<file path="config.mk">
export PLATFORM = sky130hd
export DESIGN_NAME = sps_sequencer
export DESIGN_NICKNAME = d
export VERILOG_FILES = /design/src/sps_pkg.sv /design/src/sps_time_step.sv /design/src/sps_sequencer.sv
export SDC_FILE = /design/constraint.sdc
export NUM_CORES = 1
export LEC_CHECK = 0
export CORE_MARGIN = 2
export CORE_UTILIZATION = 50
export DETAILED_ROUTE_END_ITERATION = 8
export DONT_BUFFER_PORTS = 1
export SLEW_MARGIN = 10
export SYNTH_ARGS = -nofsm -noshare
export SYNTH_HDL_FRONTEND = slang
export SYNTH_SLANG_ARGS = --single-unit
export TNS_END_PERCENT = 5
</file>
<file path="constraint.sdc">
create_clock -name clk_sys -period 11.8 [get_ports clk_sys]
set_input_delay 1.77 -clock clk_sys [delete_from_list [all_inputs] [get_ports clk_sys]]
set_output_delay 1.77 -clock clk_sys [all_outputs]
set_load 0.02 [all_outputs]
</file>
<file path="src/sps_pkg.sv">
// Constants and types for the setpoint profile sequencer.
// Assumes one scan strobe per instrument scan from surrounding logic.
//
// Summary of operation
// - Re-cycling reruns profile or batch phase
// - Repeat total zero cycles forever
// - Totals 1-255 give that many extra passes
// - Single phase ends before restarting segment one
// - Single phase: one ready scan, event outputs cleared
// - Elapsed time keeps counting across passes
// - Multi phase: end, then run at batch start
// - Four loops, segments 1-63, counts 1-999
// - Loop count is repetitions after first pass
// - Branch source completion jumps to target
// - Jump inside loop keeps loop counting
// - Jump outside loop exhausts that loop
// - Jump outside batch cancels re-cycling
// - Accelerated mode advances time times multiplier
// - Zero batch start or end means single phase
package sps_pkg;

  // ----------------------------------------------------------------
  // Widths and limits
  // ----------------------------------------------------------------
  localparam int SEG_W        = 6;
  localparam int LOOP_N       = 4;
  localparam int LOOP_CNT_W   = 10;
  localparam int CYC_CNT_W    = 8;
  localparam int TIME_W       = 32;
  localparam int MULT_W       = 16;
  localparam int EVT_W        = 16;
  localparam logic [SEG_W-1:0] FIRST_SEG = 6'h01;
  localparam logic [SEG_W-1:0] NO_SEG    = 6'h00;
  localparam logic [CYC_CNT_W-1:0] CYC_FOREVER = 8'h00;
  localparam logic [TIME_W-1:0] ONE_SCAN = 32'h0000_0001;

  // ----------------------------------------------------------------
  // Reset values
  // ----------------------------------------------------------------
  localparam logic [TIME_W-1:0]     RST_TIME = 32'h0000_0000;
  localparam logic [LOOP_CNT_W-1:0] RST_LOOP = 10'h000;
  localparam logic [CYC_CNT_W-1:0]  RST_CYC  = 8'h00;

  typedef enum logic [1:0] {
    ST_READY,
    ST_RUN,
    ST_END
  } sps_state_type;

endpackage

</file>
<file path="src/sps_time_step.sv">
// Per-scan profile time increment.
// Assumes multiplier is stable while the profile runs.
`timescale 1ns/1ns
module sps_time_step (
  input  wire logic                       clk_sys,
  input  wire logic                       rst,
  input  wire logic                       ce,
  input  wire logic                       fast_fwd,
  input  wire logic [sps_pkg::MULT_W-1:0] time_mult,
  output logic      [sps_pkg::TIME_W-1:0] step_q
);

  always_ff @(posedge clk_sys) begin
    if (rst) begin
      step_q <= sps_pkg::ONE_SCAN;
    end else if (ce) begin
      if (fast_fwd) begin
        step_q <= {{(sps_pkg::TIME_W-sps_pkg::MULT_W){1'b0}}, time_mult};
      end else begin
        step_q <= sps_pkg::ONE_SCAN;
      end
    end
  end

endmodule // sps_time_step

</file>
<file path="src/sps_sequencer.sv">
// Setpoint profile sequencer: segment order, loops, branch, re-cycling.
// Assumes seg_done pulses on the scan strobe when a segment completes;
// configuration is static while running.
`timescale 1ns/1ns
module sps_sequencer (
  input  wire logic                                        clk_sys,
  input  wire logic                                        rst,
  input  wire logic                                        ce,
  input  wire logic                                        scan,
  input  wire logic                                        start,
  input  wire logic                                        seg_done,
  input  wire logic [sps_pkg::SEG_W-1:0]                   last_seg,
  input  wire logic [sps_pkg::SEG_W-1:0]                   batch_first,
  input  wire logic [sps_pkg::SEG_W-1:0]                   batch_last,
  input  wire logic                                        cycle_en,
  input  wire logic [sps_pkg::CYC_CNT_W-1:0]               cycle_total,
  input  wire logic [sps_pkg::LOOP_N*sps_pkg::SEG_W-1:0]   loop_from,
  input  wire logic [sps_pkg::LOOP_N*sps_pkg::SEG_W-1:0]   loop_to,
  input  wire logic [sps_pkg::LOOP_N*sps_pkg::LOOP_CNT_W-1:0] loop_count,
  input  wire logic [sps_pkg::SEG_W-1:0]                   branch_source_step,
  input  wire logic [sps_pkg::SEG_W-1:0]                   branch_target_step,
  input  wire logic                                        fast_fwd,
  input  wire logic [sps_pkg::MULT_W-1:0]                  time_mult,
  input  wire logic [sps_pkg::EVT_W-1:0]                   seg_events,
  output logic      [sps_pkg::SEG_W-1:0]                   seg_q,
  output logic      [1:0]                                  state_q,
  output logic      [sps_pkg::TIME_W-1:0]                  elapsed_q,
  output logic      [sps_pkg::EVT_W-1:0]                   events_q,
  output logic      [sps_pkg::CYC_CNT_W-1:0]               cycles_done_q
);

  localparam int SW = sps_pkg::SEG_W;
  localparam int CW = sps_pkg::LOOP_CNT_W;

  sps_pkg::sps_state_type st_q;
  logic [CW-1:0]          left_q [sps_pkg::LOOP_N];
  logic [sps_pkg::LOOP_N-1:0] armed_q;
  logic                   cyc_kill_q;
  logic [sps_pkg::TIME_W-1:0] step;
  logic                   multi;
  logic                   do_branch;
  logic                   at_end;
  logic                   cyc_more;
  logic [sps_pkg::LOOP_N-1:0] loop_back;
  logic [SW-1:0]          next_seg;
  logic                   step_ev;

  function automatic logic in_range(input logic [SW-1:0] s,
                                    input logic [SW-1:0] lo,
                                    input logic [SW-1:0] hi);
    in_range = (s >= lo) && (s <= hi);
  endfunction

  // ----------------------------------------------------------------
  // Time step
  // ----------------------------------------------------------------
  sps_time_step u_step (
    .clk_sys   (clk_sys),
    .rst       (rst),
    .ce        (ce),
    .fast_fwd  (fast_fwd),
    .time_mult (time_mult),
    .step_q    (step)
  );

  // ----------------------------------------------------------------
  // Next segment decision
  // ----------------------------------------------------------------
  assign multi = (batch_first != sps_pkg::NO_SEG) &&
                 (batch_last != sps_pkg::NO_SEG);
  assign step_ev = ce && scan && (st_q == sps_pkg::ST_RUN) && seg_done;
  assign do_branch = (branch_source_step != sps_pkg::NO_SEG) &&
                     (seg_q == branch_source_step);
  assign cyc_more = cycle_en && !cyc_kill_q &&
                    ((cycle_total == sps_pkg::CYC_FOREVER) ||
                     (cycles_done_q < cycle_total));

  always_comb begin
    loop_back = '0;
    for (int i = 0; i < sps_pkg::LOOP_N; i++) begin
      loop_back[i] = armed_q[i] && (left_q[i] != sps_pkg::RST_LOOP) &&
                     (seg_q == loop_to[i*SW +: SW]);
    end
  end

  always_comb begin
    next_seg = seg_q + 6'h01;
    at_end = 1'b0;
    if (do_branch) begin
      next_seg = branch_target_step;
    end else if (|loop_back) begin
      next_seg = seg_q;
      for (int i = sps_pkg::LOOP_N - 1; i >= 0; i--) begin
        if (loop_back[i]) begin
          next_seg = loop_from[i*SW +: SW];
        end
      end
    end else if (multi && seg_q == batch_last && cyc_more) begin
      at_end = 1'b1;
    end else if (seg_q >= last_seg) begin
      at_end = 1'b1;
    end
  end

  // ----------------------------------------------------------------
  // Run state
  // ----------------------------------------------------------------
  always_ff @(posedge clk_sys) begin
    if (rst) begin
      st_q  <= sps_pkg::ST_READY;
      seg_q <= sps_pkg::FIRST_SEG;
    end else if (ce) begin
      case (st_q)
        sps_pkg::ST_READY: begin
          if (start || (scan && cycles_done_q != '0)) begin
            st_q  <= sps_pkg::ST_RUN;
            seg_q <= sps_pkg::FIRST_SEG;
          end
        end
        sps_pkg::ST_RUN: begin
          if (step_ev) begin
            if (at_end) begin
              st_q <= sps_pkg::ST_END;
            end else begin
              seg_q <= next_seg;
            end
          end
        end
        sps_pkg::ST_END: begin
          if (start) begin
            st_q  <= sps_pkg::ST_RUN;
            seg_q <= sps_pkg::FIRST_SEG;
          end else if (scan && cyc_more) begin
            if (multi) begin
              st_q  <= sps_pkg::ST_RUN;
              seg_q <= batch_first;
            end else begin
              st_q <= sps_pkg::ST_READY;
            end
          end // else stay ended
        end
        default: st_q <= sps_pkg::ST_READY;
      endcase
    end
  end

  // ----------------------------------------------------------------
  // Loop counters
  // ----------------------------------------------------------------
  always_ff @(posedge clk_sys) begin
    if (rst) begin
      armed_q <= '0;
      for (int i = 0; i < sps_pkg::LOOP_N; i++) begin
        left_q[i] <= sps_pkg::RST_LOOP;
      end
    end else if (ce && step_ev) begin
      for (int i = 0; i < sps_pkg::LOOP_N; i++) begin
        if (do_branch && armed_q[i] && !in_range(branch_target_step,
            loop_from[i*SW +: SW], loop_to[i*SW +: SW])) begin
          left_q[i] <= sps_pkg::RST_LOOP;
        end else if (do_branch) begin
          left_q[i] <= left_q[i];
        end else if (loop_back[i]) begin
          left_q[i] <= left_q[i] - 10'h001;
        end else if (seg_q == loop_to[i*SW +: SW]) begin
          armed_q[i] <= 1'b0;
        end else if (!armed_q[i] && next_seg == loop_from[i*SW +: SW]) begin
          armed_q[i] <= 1'b1;
          left_q[i]  <= loop_count[i*CW +: CW];
        end
      end
    end
  end

  // ----------------------------------------------------------------
  // Re-cycling count and cancel
  // ----------------------------------------------------------------
  always_ff @(posedge clk_sys) begin
    if (rst) begin
      cycles_done_q <= sps_pkg::RST_CYC;
      cyc_kill_q    <= 1'b0;
    end else if (ce) begin
      if (start && st_q != sps_pkg::ST_RUN) begin
        cycles_done_q <= sps_pkg::RST_CYC;
        cyc_kill_q    <= 1'b0;
      end else if (st_q == sps_pkg::ST_END && scan && cyc_more) begin
        if (cycles_done_q != 8'hff) begin
          cycles_done_q <= cycles_done_q + 8'h01;
        end
      end else if (step_ev && do_branch && multi &&
                   !in_range(branch_target_step, batch_first, batch_last)) begin
        cyc_kill_q <= 1'b1;
      end
    end
  end

  // ----------------------------------------------------------------
  // Elapsed time and outputs
  // ----------------------------------------------------------------
  always_ff @(posedge clk_sys) begin
    if (rst) begin
      elapsed_q <= sps_pkg::RST_TIME;
    end else if (ce) begin
      if (start && st_q != sps_pkg::ST_RUN && cycles_done_q == '0) begin
        elapsed_q <= sps_pkg::RST_TIME;
      end else if (scan && st_q != sps_pkg::ST_END &&
                   (st_q == sps_pkg::ST_RUN || cycles_done_q != '0)) begin
        elapsed_q <= elapsed_q + step;
      end
    end
  end

  always_ff @(posedge clk_sys) begin
    if (rst) begin
      events_q <= '0;
      state_q  <= 2'h0;
    end else if (ce) begin
      state_q <= st_q;
      if (st_q == sps_pkg::ST_READY) begin
        events_q <= '0;
      end else if (st_q == sps_pkg::ST_RUN) begin
        events_q <= seg_events;
      end
    end
  end

endmodule // sps_sequencer

</file>
### After elaboration in Yosys (flattened, before gate mapping)

Memories as Yosys holds them, arrays and structs flattened.
Index checks and enable logic that the tools add are counted.

| word-level totals | value |
|---|---|
| memory bits (writable) | 40 |
| bits in latches | 0 |
| memory bits (read-only) | 0 |
| memories kept | 1 |
| register bits | 103 |

| operators by class | value |
|---|---|
| shift operators | 0 |
| multipliers | 0 |
| magnitude comparators | 12 |
| equality and inequality tests | 22 |
| mux-type cells | 150 |
| divide/modulo/power cells | 0 |
| bitwise logic cells | 25 |
| reductions and logical operators | 91 |
| add/subtract/negate cells | 7 |

Memories:

| memory | words | width | read ports | clocked after memory_dff | wr ports | RTL line | RTL |
|---|---|---|---|---|---|---|---|
| left_q | 4 | 10 | 4 | 0 | 4 | sps_sequencer.sv:36 | `logic [CW-1:0] left_q [sps_pkg::LOOP_N];` |

Operators with widths:

| cell | number |
|---|---|
| 2-to-1 mux 10 bit | 16 |
| 2-to-1 mux 1 bit | 107 |
| 2-to-1 mux 6 bit | 12 |
| 2-to-1 mux 32 bit | 2 |
| == test 6 bit | 10 |
| 2-to-1 mux 16 bit | 3 |
| logical AND 1 bit | 46 |
| nonzero test 10 bit | 4 |
| subtractor 10 x 1 -> 10 bit (second input constant) | 4 |
| >= comparator 6 bit | 6 |
| adder 32 bit | 1 |
| less-or-equal comparator 6 bit | 5 |
| AND reduction 5 bit | 5 |
| 2-to-1 mux 8 bit | 3 |
| case mux 6 bit (3 select lines) | 1 |
| nonzero test 2 bit | 9 |
| nonzero test 6 bit | 3 |
| zero test 8 bit | 2 |
| bitwise OR 1 bit | 16 |
| != test 2 bit (second input constant) | 6 |
| zero test 1 bit | 10 |
| 2-to-1 mux 2 bit | 5 |
| inverter 1 bit | 9 |
| adder 8 x 1 -> 8 bit (second input constant) | 1 |
| other kinds (16) | 21 |

### Logic depth before layout (Yosys ltp)

Gate-level depths: netlist (run 1).
An unclocked memory read counts as a cell.

| depth | value |
|---|---|
| depth after elaboration | 21 |
| mapped depth | 14 |
| gate-level depth less buffers | 12 |

### By module

Synthesis (run 1) repeated with hierarchy kept, for this count alone.

| second synthesis, totals | value |
|---|---|
| cell total of the unflattened synthesis | 1,283 |
| area, all modules | 10,814.1 um^2 |

Modules (own cells, without submodules):

| module | cells an instance | instances | sequential area each (um^2) | area each (um^2) |
|---|---|---|---|---|
| sps_sequencer | 1,195 | 1 | 2,622.5 | 10,033.4 |
| sps_time_step | 88 | 1 | 320.3 | 780.7 |

### Worst setup path after synthesis (run 1)

No wires, ideal clock.

| timing | value |
|---|---|
| path type | in2reg |
| from | in loop_to[0] (netlist bit) |
| to | mem left_q[1][0] (netlist bit) (enable) |
| data arrival time | 4.434 ns |
| setup slack | 6.984 ns |
| cell stages on the path | 10 |
| cells stage by stage | xnor2_1 -> nand4_2 -> or4b_1 -> buf_6 -> nand2_1 -> a211oi_2 -> o311ai_1 -> o211ai_1 -> or3_1 -> o2111ai_1 |

RTL lines:

| item | RTL line | RTL |
|---|---|---|
| start, declared | sps_sequencer.sv:18 | `input wire logic [sps_pkg::LOOP_N*sps_pkg::SEG_W-1:0] loop_to,` |
| end, declared | sps_sequencer.sv:36 |  |

==> results of run 1 <==
metal layers:
layer	global-route usage (%)	share of wire (%)	vias to the layer above
met2	43.57	46	317
met5	0	0	-
met3	8.488	8.5	35
met1	35.24	43	4151
li1	-	-	4379
met4	9.087	2.0	0
worst max-delay path, stage by stage:
cell     delay, ns
xnor2_1       0.15
nand4_2       0.27
or4_1         0.53
a31o_2        0.29
mux2_2        0.30
a21o_1        0.26
xnor2_1       0.16
nor4b_2       0.33
nand4_1       0.60
nand4_1       0.69
area by class of cell:
cell class	instances	share of cell area (%)
well taps	270	3.049
multi-input cells	938	60.40
repair buffers	9	0.6098
clock buffers	23	4.517
flip-flops and latches	127	26.56
clock inverters	9	0.8695
inverters	118	3.997
worst min path at each step:
stage | from | end | slack, ns | cells past startpoint
after floorplan | cyc_kill_q | cyc_kill_q | 0.46 | 2
after global placement | cyc_kill_q | cyc_kill_q | 0.48 | 2
after detailed placement | seg_q[4] | seg_q[4] | 0.49 | 2
after CTS | seg_q[4] | seg_q[4] | 0.50 | 2
after global routing | seg_q[4] | seg_q[4] | 0.52 | 2
final | seg_q[4] | seg_q[4] | 0.50 | 2
sequential cells by signal, summed over array words and instances (netlist names):
name           count
st_q               2
armed_q            4
left_q            40
elapsed_q         32
cyc_kill_q         1
seg_q              6
cycles_done_q      8
u_step.step_q     16
state_q            2
events_q          16
per-stage QoR:
step	instance area, um^2	hold WS (ns)	setup WS (ns)	utilization (%)
CTS	11070	0.4994	6.508	54.70
floorplan	10290	0.4648	6.984	-
finish	11080	0.5017	6.506	54.76
detailed placement	10470	0.4894	6.065	51.75
global placement	10470	0.4794	6.150	51.75
global route	11080	0.5236	6.177	54.76
cells by family after synthesis:
family,count (synthesis)
compound gates,306
xor+xnor,108
fa+ha+maj,101
buf+inv,162
flops,127
mux,8
simple gates,415
placed cells by master, fill, tap and decap left out, types with 31 or more instances in the layout:
cell      instances
a21oi_1          86
dfxtp_1          87
edfxtp_1         40
ha_1            100
inv_1           116
nand2_1          72
nand2b_1         31
nand3_1          43
nor2_1          104
o21ai_0          52
xnor2_1          67
xor2_1           41
cells in the mapped netlist, types with 17 or more instances:
master | count | area share (%)
nand3_1 | 43 | 2.1
xnor2_1 | 67 | 5.7
nor2_1 | 104 | 3.8
nor3b_1 | 18 | 1.3
edfxtp_1 | 40 | 12
xor2_1 | 41 | 3.5
dfxtp_1 | 87 | 17
ha_1 | 100 | 12
clkbuf_1 | 33 | 1.2
nor2b_1 | 19 | 1.2
a21o_1 | 17 | 1.2
a21oi_1 | 86 | 4.2
a22oi_1 | 19 | 1.4
nand2b_1 | 31 | 1.9
o22ai_1 | 18 | 1.1
nor3_1 | 17 | 0.83
nand2_1 | 72 | 2.6
o21ai_0 | 52 | 2.5
o22ai_2 | 18 | 2.2
nor4_1 | 18 | 1.1
inv_1 | 116 | 4.2
where the power goes:
part / switching [mW] / leakage, nW / internal (mW) / total [mW]
sequential: 0.0115 / 1.12 / 0.460 / 0.471
clock: 0.213 / 0.289 / 0.324 / 0.537
combinational: 0.0788 / 3.19 / 0.0580 / 0.137
total: 0.303 / 4.59 / 0.841 / 1.14
==> impl_metrics.yaml, run 1 <==
status:
  status: "complete, no violations"
sta:
  period_minus_slack_ns: 5.294
  fin_skew_ns: 0.009746
  rsz0062_at_grt: "no"
  min_period_over_period_pct: 44.86
  finalSetupTns_ns: 0
  drv_slew: 0
  tightestPinTransition_ns: 1.035
  finalSetupViolCount: 0
  fmax_ghz: 0.1889
  maxSlewHeadroom_pct: 30.92
  hold_viol_final: 0
placed_design:
  hpwlAfterDp_um: 22420
  gp_congestion: 0.9499
  portBuffers: 0
  place_inst: 1462
synth:
  yosys.area_share.simple_pct: 21.95
  synth_compound_gate_area_share_pct: 20.60
  synth-async-reset-ratio_pct: 0
  yosysSeqAreaShare_pct: 28.60
  synth_fp_nets: 1494
  synth_cells: 1227
  ys.flop_type: "dfxtp_1"
  avgSynthCellArea_um2: 8.385
  synth-edff-count: 40
  synthAdderAreaFrac_pct: 12.36
  synthMuxAreaShare_pct: 0.7905
  synth-seq-cells: 127
  synth_area_um2: 10290
  yosysWarnings: 0
  yosysUniqueCellTypes: 84
  synth_top_family_by_area: "simple AND/OR/NAND/NOR gates"
  synth_xor_area_share_pct: 9.194
layout:
  layout.nets: 1478
  nFillCells: 1963
  syn_to_final_growth_pct: 7.698
  drive_gt1_share_pct: 7.925
  fin_cells: 1494
  regArea_um2: 2943
  multi_input_comb_area_um2: 6693
  n_antenna_cell: 0
setup_path:
  cp.required_ns: 11.86
  endpoint: "left_q[3][3]"
  worstPathArrival_ns: 5.35
  crit_path_start_kind: "input port"
  crit_path_max_fanout: 11
  critPathCaptureType: "register"
  critPathLaunch: "loop_to[22]"
  r2r_setup_slack_ns: 6.98
  rr_endpoint: "left_q[3][3]"
  r2r_start: "seg_q[2]"
  path_class: "in -> reg"
  rr_worst_depth: 11
die:
  pin_count: 230
  core.rowCount: 52
  start_util_pct: 50.85
  coreArea_um2: 20230
  die_h_um: 147.4
  dieArea_um2: 21740
  die_x_um: 147.4
global_routing:
  grt_start_max_net_pins: 72
  grt_pass1_vias: 8548
  grt_overflow: 0
  grt_first_pass_wirelength_um: 46440
  antenna_found_initial: 0
  track_usage_pct: 27.29
cts:
  cts-root-buf: "clkbuf_16"
  cts_resized: 0
  hold_buffers: 0
  cts_made_buffers: 17
  clkLatencyLatePin_ns: 0.42
  ctsHtreeMaxLevel: 4
  path_clk_slew_ns: 0.06
  clock_sinks: 127
  cts_setup_buffers: 0
  cts.path.max_buffers: 2
  cts_tree: "built"
route:
  vias: 8882
  routedWlPerCell_um: 20.13
  drc: 0
  routed_wl_um: 30080
  first_iter_violations: 560
  vias_per_cell: 5.945
  ant_nets: 0
  dr.pass1.iters: 4
flow_run:
  maxCapViolCount: 0
min_path:
  hold_path.class: "reg -> reg"
power_and_ir_drop:
  peakVddDrop_mv: 0.08231
  p_leak_nw: 4.591
  power-per-cell-area_nw_per_um2: 103.3
  finalPower_mw: 1.145
No activity file was read; power rests on OpenSTA's default activity.
==> run 2, diff against run 1 <==
PLACE_DENSITY = 0.68   (was not set)
clock period = 4.6 ns   (was 11.8 ns; I/O delays follow)
==> impl_metrics.yaml, run 2 (synthesized netlist as in run 1, its figures left out) <==
status:
  status: "complete, no violations"
cts:
  cts_tree: "built"
  cts_resized: 0
  cts_setup_buffers: 0
  hold_buffers: 0
  path_clk_slew_ns: 0.06
  cts.path.max_buffers: 2
  clock_sinks: 127
  cts-root-buf: "clkbuf_16"
  cts_made_buffers: 17
  clkLatencyLatePin_ns: 0.42
  ctsHtreeMaxLevel: 4
route:
  ant_nets: 0
  dr.pass1.iters: 6
  vias_per_cell: 6.003
  drc: 0
  routedWlPerCell_um: 19.40
  routed_wl_um: 29180
  first_iter_violations: 633
  vias: 9028
layout:
  top_register: "left_q"
  nFillCells: 1859
  layout.nets: 1489
  final_common_cell: "inv_1"
  largest_registers: "left_q (40), elapsed_q (32)"
  n_antenna_cell: 0
  drive_gt1_share_pct: 8.590
  largest_reg_flops: 40
  syn_to_final_growth_pct: 7.929
  final_util_pct: 54.88
  most-common-layout-cells: "116 x inv_1, 104 x nor2_1, 100 x ha_1"
power_and_ir_drop:
  power-per-cell-area_nw_per_um2: 252.5
  seqPwrFrac_pct: 43.1
  power.switching_mw: 0.7252
  peakVddDrop_mv: 0.2471
  p_leak_nw: 4.622
  swShare_pct: 25.87
  p_comb_share_pct: 12.5
  p_int_mw: 2.078
  clockPowerShare_pct: 44.3
die:
  core.rowCount: 52
  die_h_um: 147.4
  coreArea_um2: 20230
  dieArea_um2: 21740
  start_util_pct: 50.85
  die_x_um: 147.4
  pin_count: 230
sta:
  finalSetupViolCount: 0
  rsz0062_at_grt: "no"
  finalSetupTns_ns: 0
  maxSlewHeadroom_pct: 42.39
  period_minus_slack_ns: 4.168
  min_period_over_period_pct: 90.61
  fin_skew_ns: 0.01445
  hold_viol_final: 0
  fmax_ghz: 0.2399
  drv_slew: 0
  tightestPinTransition_ns: 0.8601
setup_path:
  worstPathArrival_ns: 4.22
  crit_path_start_kind: "register"
  critPathCaptureType: "register"
  crit_path_max_fanout: 11
  path_class: "reg -> reg"
  cp.required_ns: 4.65
global_routing:
  grt_start_max_net_pins: 72
  grt_first_pass_wirelength_um: 45620
  antenna_found_initial: 0
  grt_pass1_vias: 8641
  grt_overflow: 0
  track_usage_pct: 26.56
min_path:
  hold_path.class: "in -> reg"
flow_run:
  maxCapViolCount: 0
placed_design:
  portBuffers: 0
  gp_congestion: 0.9847
  hpwlAfterDp_um: 22320
[run 2: path summary, 6_finish.rpt]
kind | startpoint | end | slack (ns) | cells after the start
worst max-delay path | left_q[0][0] | left_q[0][2] | 0.43 | 12
worst min-delay path | rst | u_step.step_q[14] | 0.35 | 1
worst max register to register | left_q[0][0] | left_q[0][2] | 0.43 | 12
worst min register to register | cyc_kill_q | cyc_kill_q | 0.49 | 2
[run 2: worst max-delay path, cell delays in order, from the launching register on]
cell	delay, ns
edfxtp_1	0.41
inv_1	0.08
ha_1	0.19
or4b_1	0.53
nor3_4	0.26
or4b_1	0.31
nand2_1	0.18
a211oi_2	0.41
mux2i_1	0.23
o22ai_1	0.10
nand2b_1	0.15
or4_4	0.54
nand4_1	0.40
[run 2: stage by stage]
step / hold WS [ns] / worst slack [ns] / power, mW / std cells / instance area, um^2
floorplan: 0.4648 / 0.8357 / 1.515 / 1227 / 10290
global placement: 0.4708 / 0.5645 / 1.571 / 1473 / 10550
detailed placement: 0.4771 / 0.4655 / 1.581 / 1473 / 10550
CTS: 0.3270 / 0.4193 / 2.827 / 1504 / 11100
global route: 0.3262 / 0.2041 / 2.931 / 1504 / 11100
finish: 0.3460 / 0.4318 / 2.804 / 1504 / 11100
[run 2: power groups by stage]
stage | combinational, mW | clock (mW) | sequential [mW]
3_3_place_gp | 0.340 | 0 | 1.23
5_1_grt | 0.400 | 1.32 | 1.21
2_1_floorplan | 0.288 | 0 | 1.23
3_5_place_dp | 0.348 | 0 | 1.23
6_report | 0.352 | 1.24 | 1.21
4_1_cts | 0.350 | 1.27 | 1.21
[run 2: cell type report]
cell class              instances  area, um^2  share of cell area [%]
clock buffers                  23       489.2                   4.406
clock inverters                 8       53.80                  0.4845
inverters                     118       442.9                   3.989
multi-input cells             938        6688                   60.23
flip-flops and latches        127        2943                   26.50
well taps                     270       337.8                   3.042
repair buffers                 20       150.1                   1.352
[run 2: routing by layer]
layer / track usage, % / share of wire, % / vias up
met5: 0 / 0 / -
met4: 7.500 / 2.0 / 0
met3: 10.09 / 11 / 47
met2: 45.02 / 47 / 350
met1: 31.55 / 40 / 4225
li1: - / - / 4406
==> run 3, diff against run 2 <==
MAX_ROUTING_LAYER = met4   (was not set)
==> impl_metrics.yaml, run 3 (synthesized netlist as in run 1, its figures left out) <==
flow_run:
  maxCapViolCount: 0
placed_design:
  portBuffers: 0
  dpl-instance-area_um2: 10560
  hpwlAfterDp_um: 22250
  gp_congestion: 0.9914
  place_inst: 1474
cts:
  hold_buffers: 0
  cts_made_buffers: 17
  clkLatencyLatePin_ns: 0.43
  cts_resized: 0
  cts-root-buf: "clkbuf_16"
  cts_setup_buffers: 0
  cts.path.max_buffers: 2
  path_clk_slew_ns: 0.06
  clock_sinks: 127
  ctsHtreeMaxLevel: 4
  cts_tree: "built"
setup_path:
  cp.required_ns: 4.65
  worstPathArrival_ns: 4.25
  crit_path_max_fanout: 11
  path_class: "reg -> reg"
  critPathLaunch: "left_q[0][0]"
  crit_path_start_kind: "register"
  rr_worst_depth: 12
  r2r_start: "left_q[0][0]"
  critPathCaptureType: "register"
route:
  vias_per_cell: 5.970
  vias: 8991
  dr.pass1.iters: 6
  drc: 0
  routed_wl_um: 28930
  ant_nets: 0
  first_iter_violations: 579
  routedWlPerCell_um: 19.21
layout:
  most-common-layout-cells: "116 x inv_1, 104 x nor2_1, 100 x ha_1"
  final_common_cell: "inv_1"
  fin_cells: 1506
  syn_to_final_growth_pct: 8.209
  largest_registers: "left_q (40), elapsed_q (32)"
  top_register: "left_q"
  layout.nets: 1490
  n_antenna_cell: 0
  finish.instance_area_um2: 11130
  drive_gt1_share_pct: 8.738
  largest_reg_flops: 40
global_routing:
  met1_usage_pct: 31.32
  grt.busiest_layer: "met2"
  grt_pass1_vias: 8818
  grt_start_max_net_pins: 72
  grt_overflow: 0
  grt_use_met3_pct: 10.71
  grt_first_pass_wirelength_um: 45950
  antenna_found_initial: 0
  grt_util_met2_pct: 44.02
  track_usage_pct: 27.44
sta:
  min_period_over_period_pct: 91.17
  finalSetupViolCount: 0
  tightestPinTransition_ns: 1.132
  rsz0062_at_grt: "no"
  drv_slew: 0
  period_minus_slack_ns: 4.194
  maxSlewHeadroom_pct: 24.52
  hold_viol_final: 0
  finalSetupTns_ns: 0
  fmax_ghz: 0.2384
  fin_skew_ns: 0.01488
min_path:
  holdPathStages: 1
  hp-start: "rst"
  hold_path.class: "in -> reg"
die:
  die_h_um: 147.4
  coreArea_um2: 20230
  dieArea_um2: 21740
  die_x_um: 147.4
  start_util_pct: 50.85
  pin_count: 230
  core.rowCount: 52
power_and_ir_drop:
  power-per-cell-area_nw_per_um2: 259.5
  p_leak_nw: 4.636
  finalPower_mw: 2.889
  peakVddDrop_mv: 0.2609
status:
  status: "complete, no violations"
run 3: cell types whose count changed in the layout (fill, tap and decap cells not counted):
cell       delta
inv_4         -3
buf_4         +1
o21ai_2       +1
clkinv_4      +3
clkbuf_8      -2
bufinv_16     +2
clkinv_2      +1
inv_6         +1
clkbuf_16     -1
o21ai_4       -1
clkbuf_1      -1
clkinv_1      +1
run 3: critical path, stage by stage, from the launching register on:
cell and delay (ns):
edfxtp_1 0.41, inv_1 0.08, ha_1 0.19, or4b_1 0.53, nor3_4 0.26, or4b_1 0.32, nand2_1 0.18, a211oi_2 0.41
mux2i_1 0.25, o22ai_1 0.11, nand2b_1 0.14, or4_4 0.54, nand4_1 0.41
run 3: final cells by class:
class,count,area (um^2)
Inverter,118,442.9
Fill cell,1888,9101
Timing Repair Buffer,21,157.7
Multi-Input combinational cell,938,6680
Tap cell,270,337.8
Clock buffer,19,432.9
Sequential cell,127,2943
Clock inverter,13,138.9
run 3: final timing paths:
kind | end | slack [ns]
min reg2reg | cyc_kill_q | 0.49
min | elapsed_q[11] | 0.34
max reg2reg | left_q[0][0] | 0.41
max | left_q[0][0] | 0.41
run 3: power by group:
part,internal (mW),switching (mW),total (mW)
clock network,0.798,0.530,1.33
logic,0.152,0.200,0.352
registers,1.18,0.0292,1.21
total,2.13,0.759,2.89
run 3: metrics by stage:
stage | setup WS, ns | utilization, % | hold WS, ns
2_1_floorplan | 0.8357 | - | 0.4648
4_1_cts | 0.4465 | 55.02 | 0.3184
5_1_grt | 0.1816 | 55.02 | 0.3197
3_5_place_dp | 0.4735 | 52.20 | 0.4773
6_report | 0.4061 | 55.02 | 0.3376
3_3_place_gp | 0.5660 | 52.20 | 0.4722
run 3: routing by layer:
layer  vias up  part of all wire, %
li1       4408                    -
met1      4158                   40
met2       359                   46
met3        66                   11
met4         0                  2.9
met5         -                    0
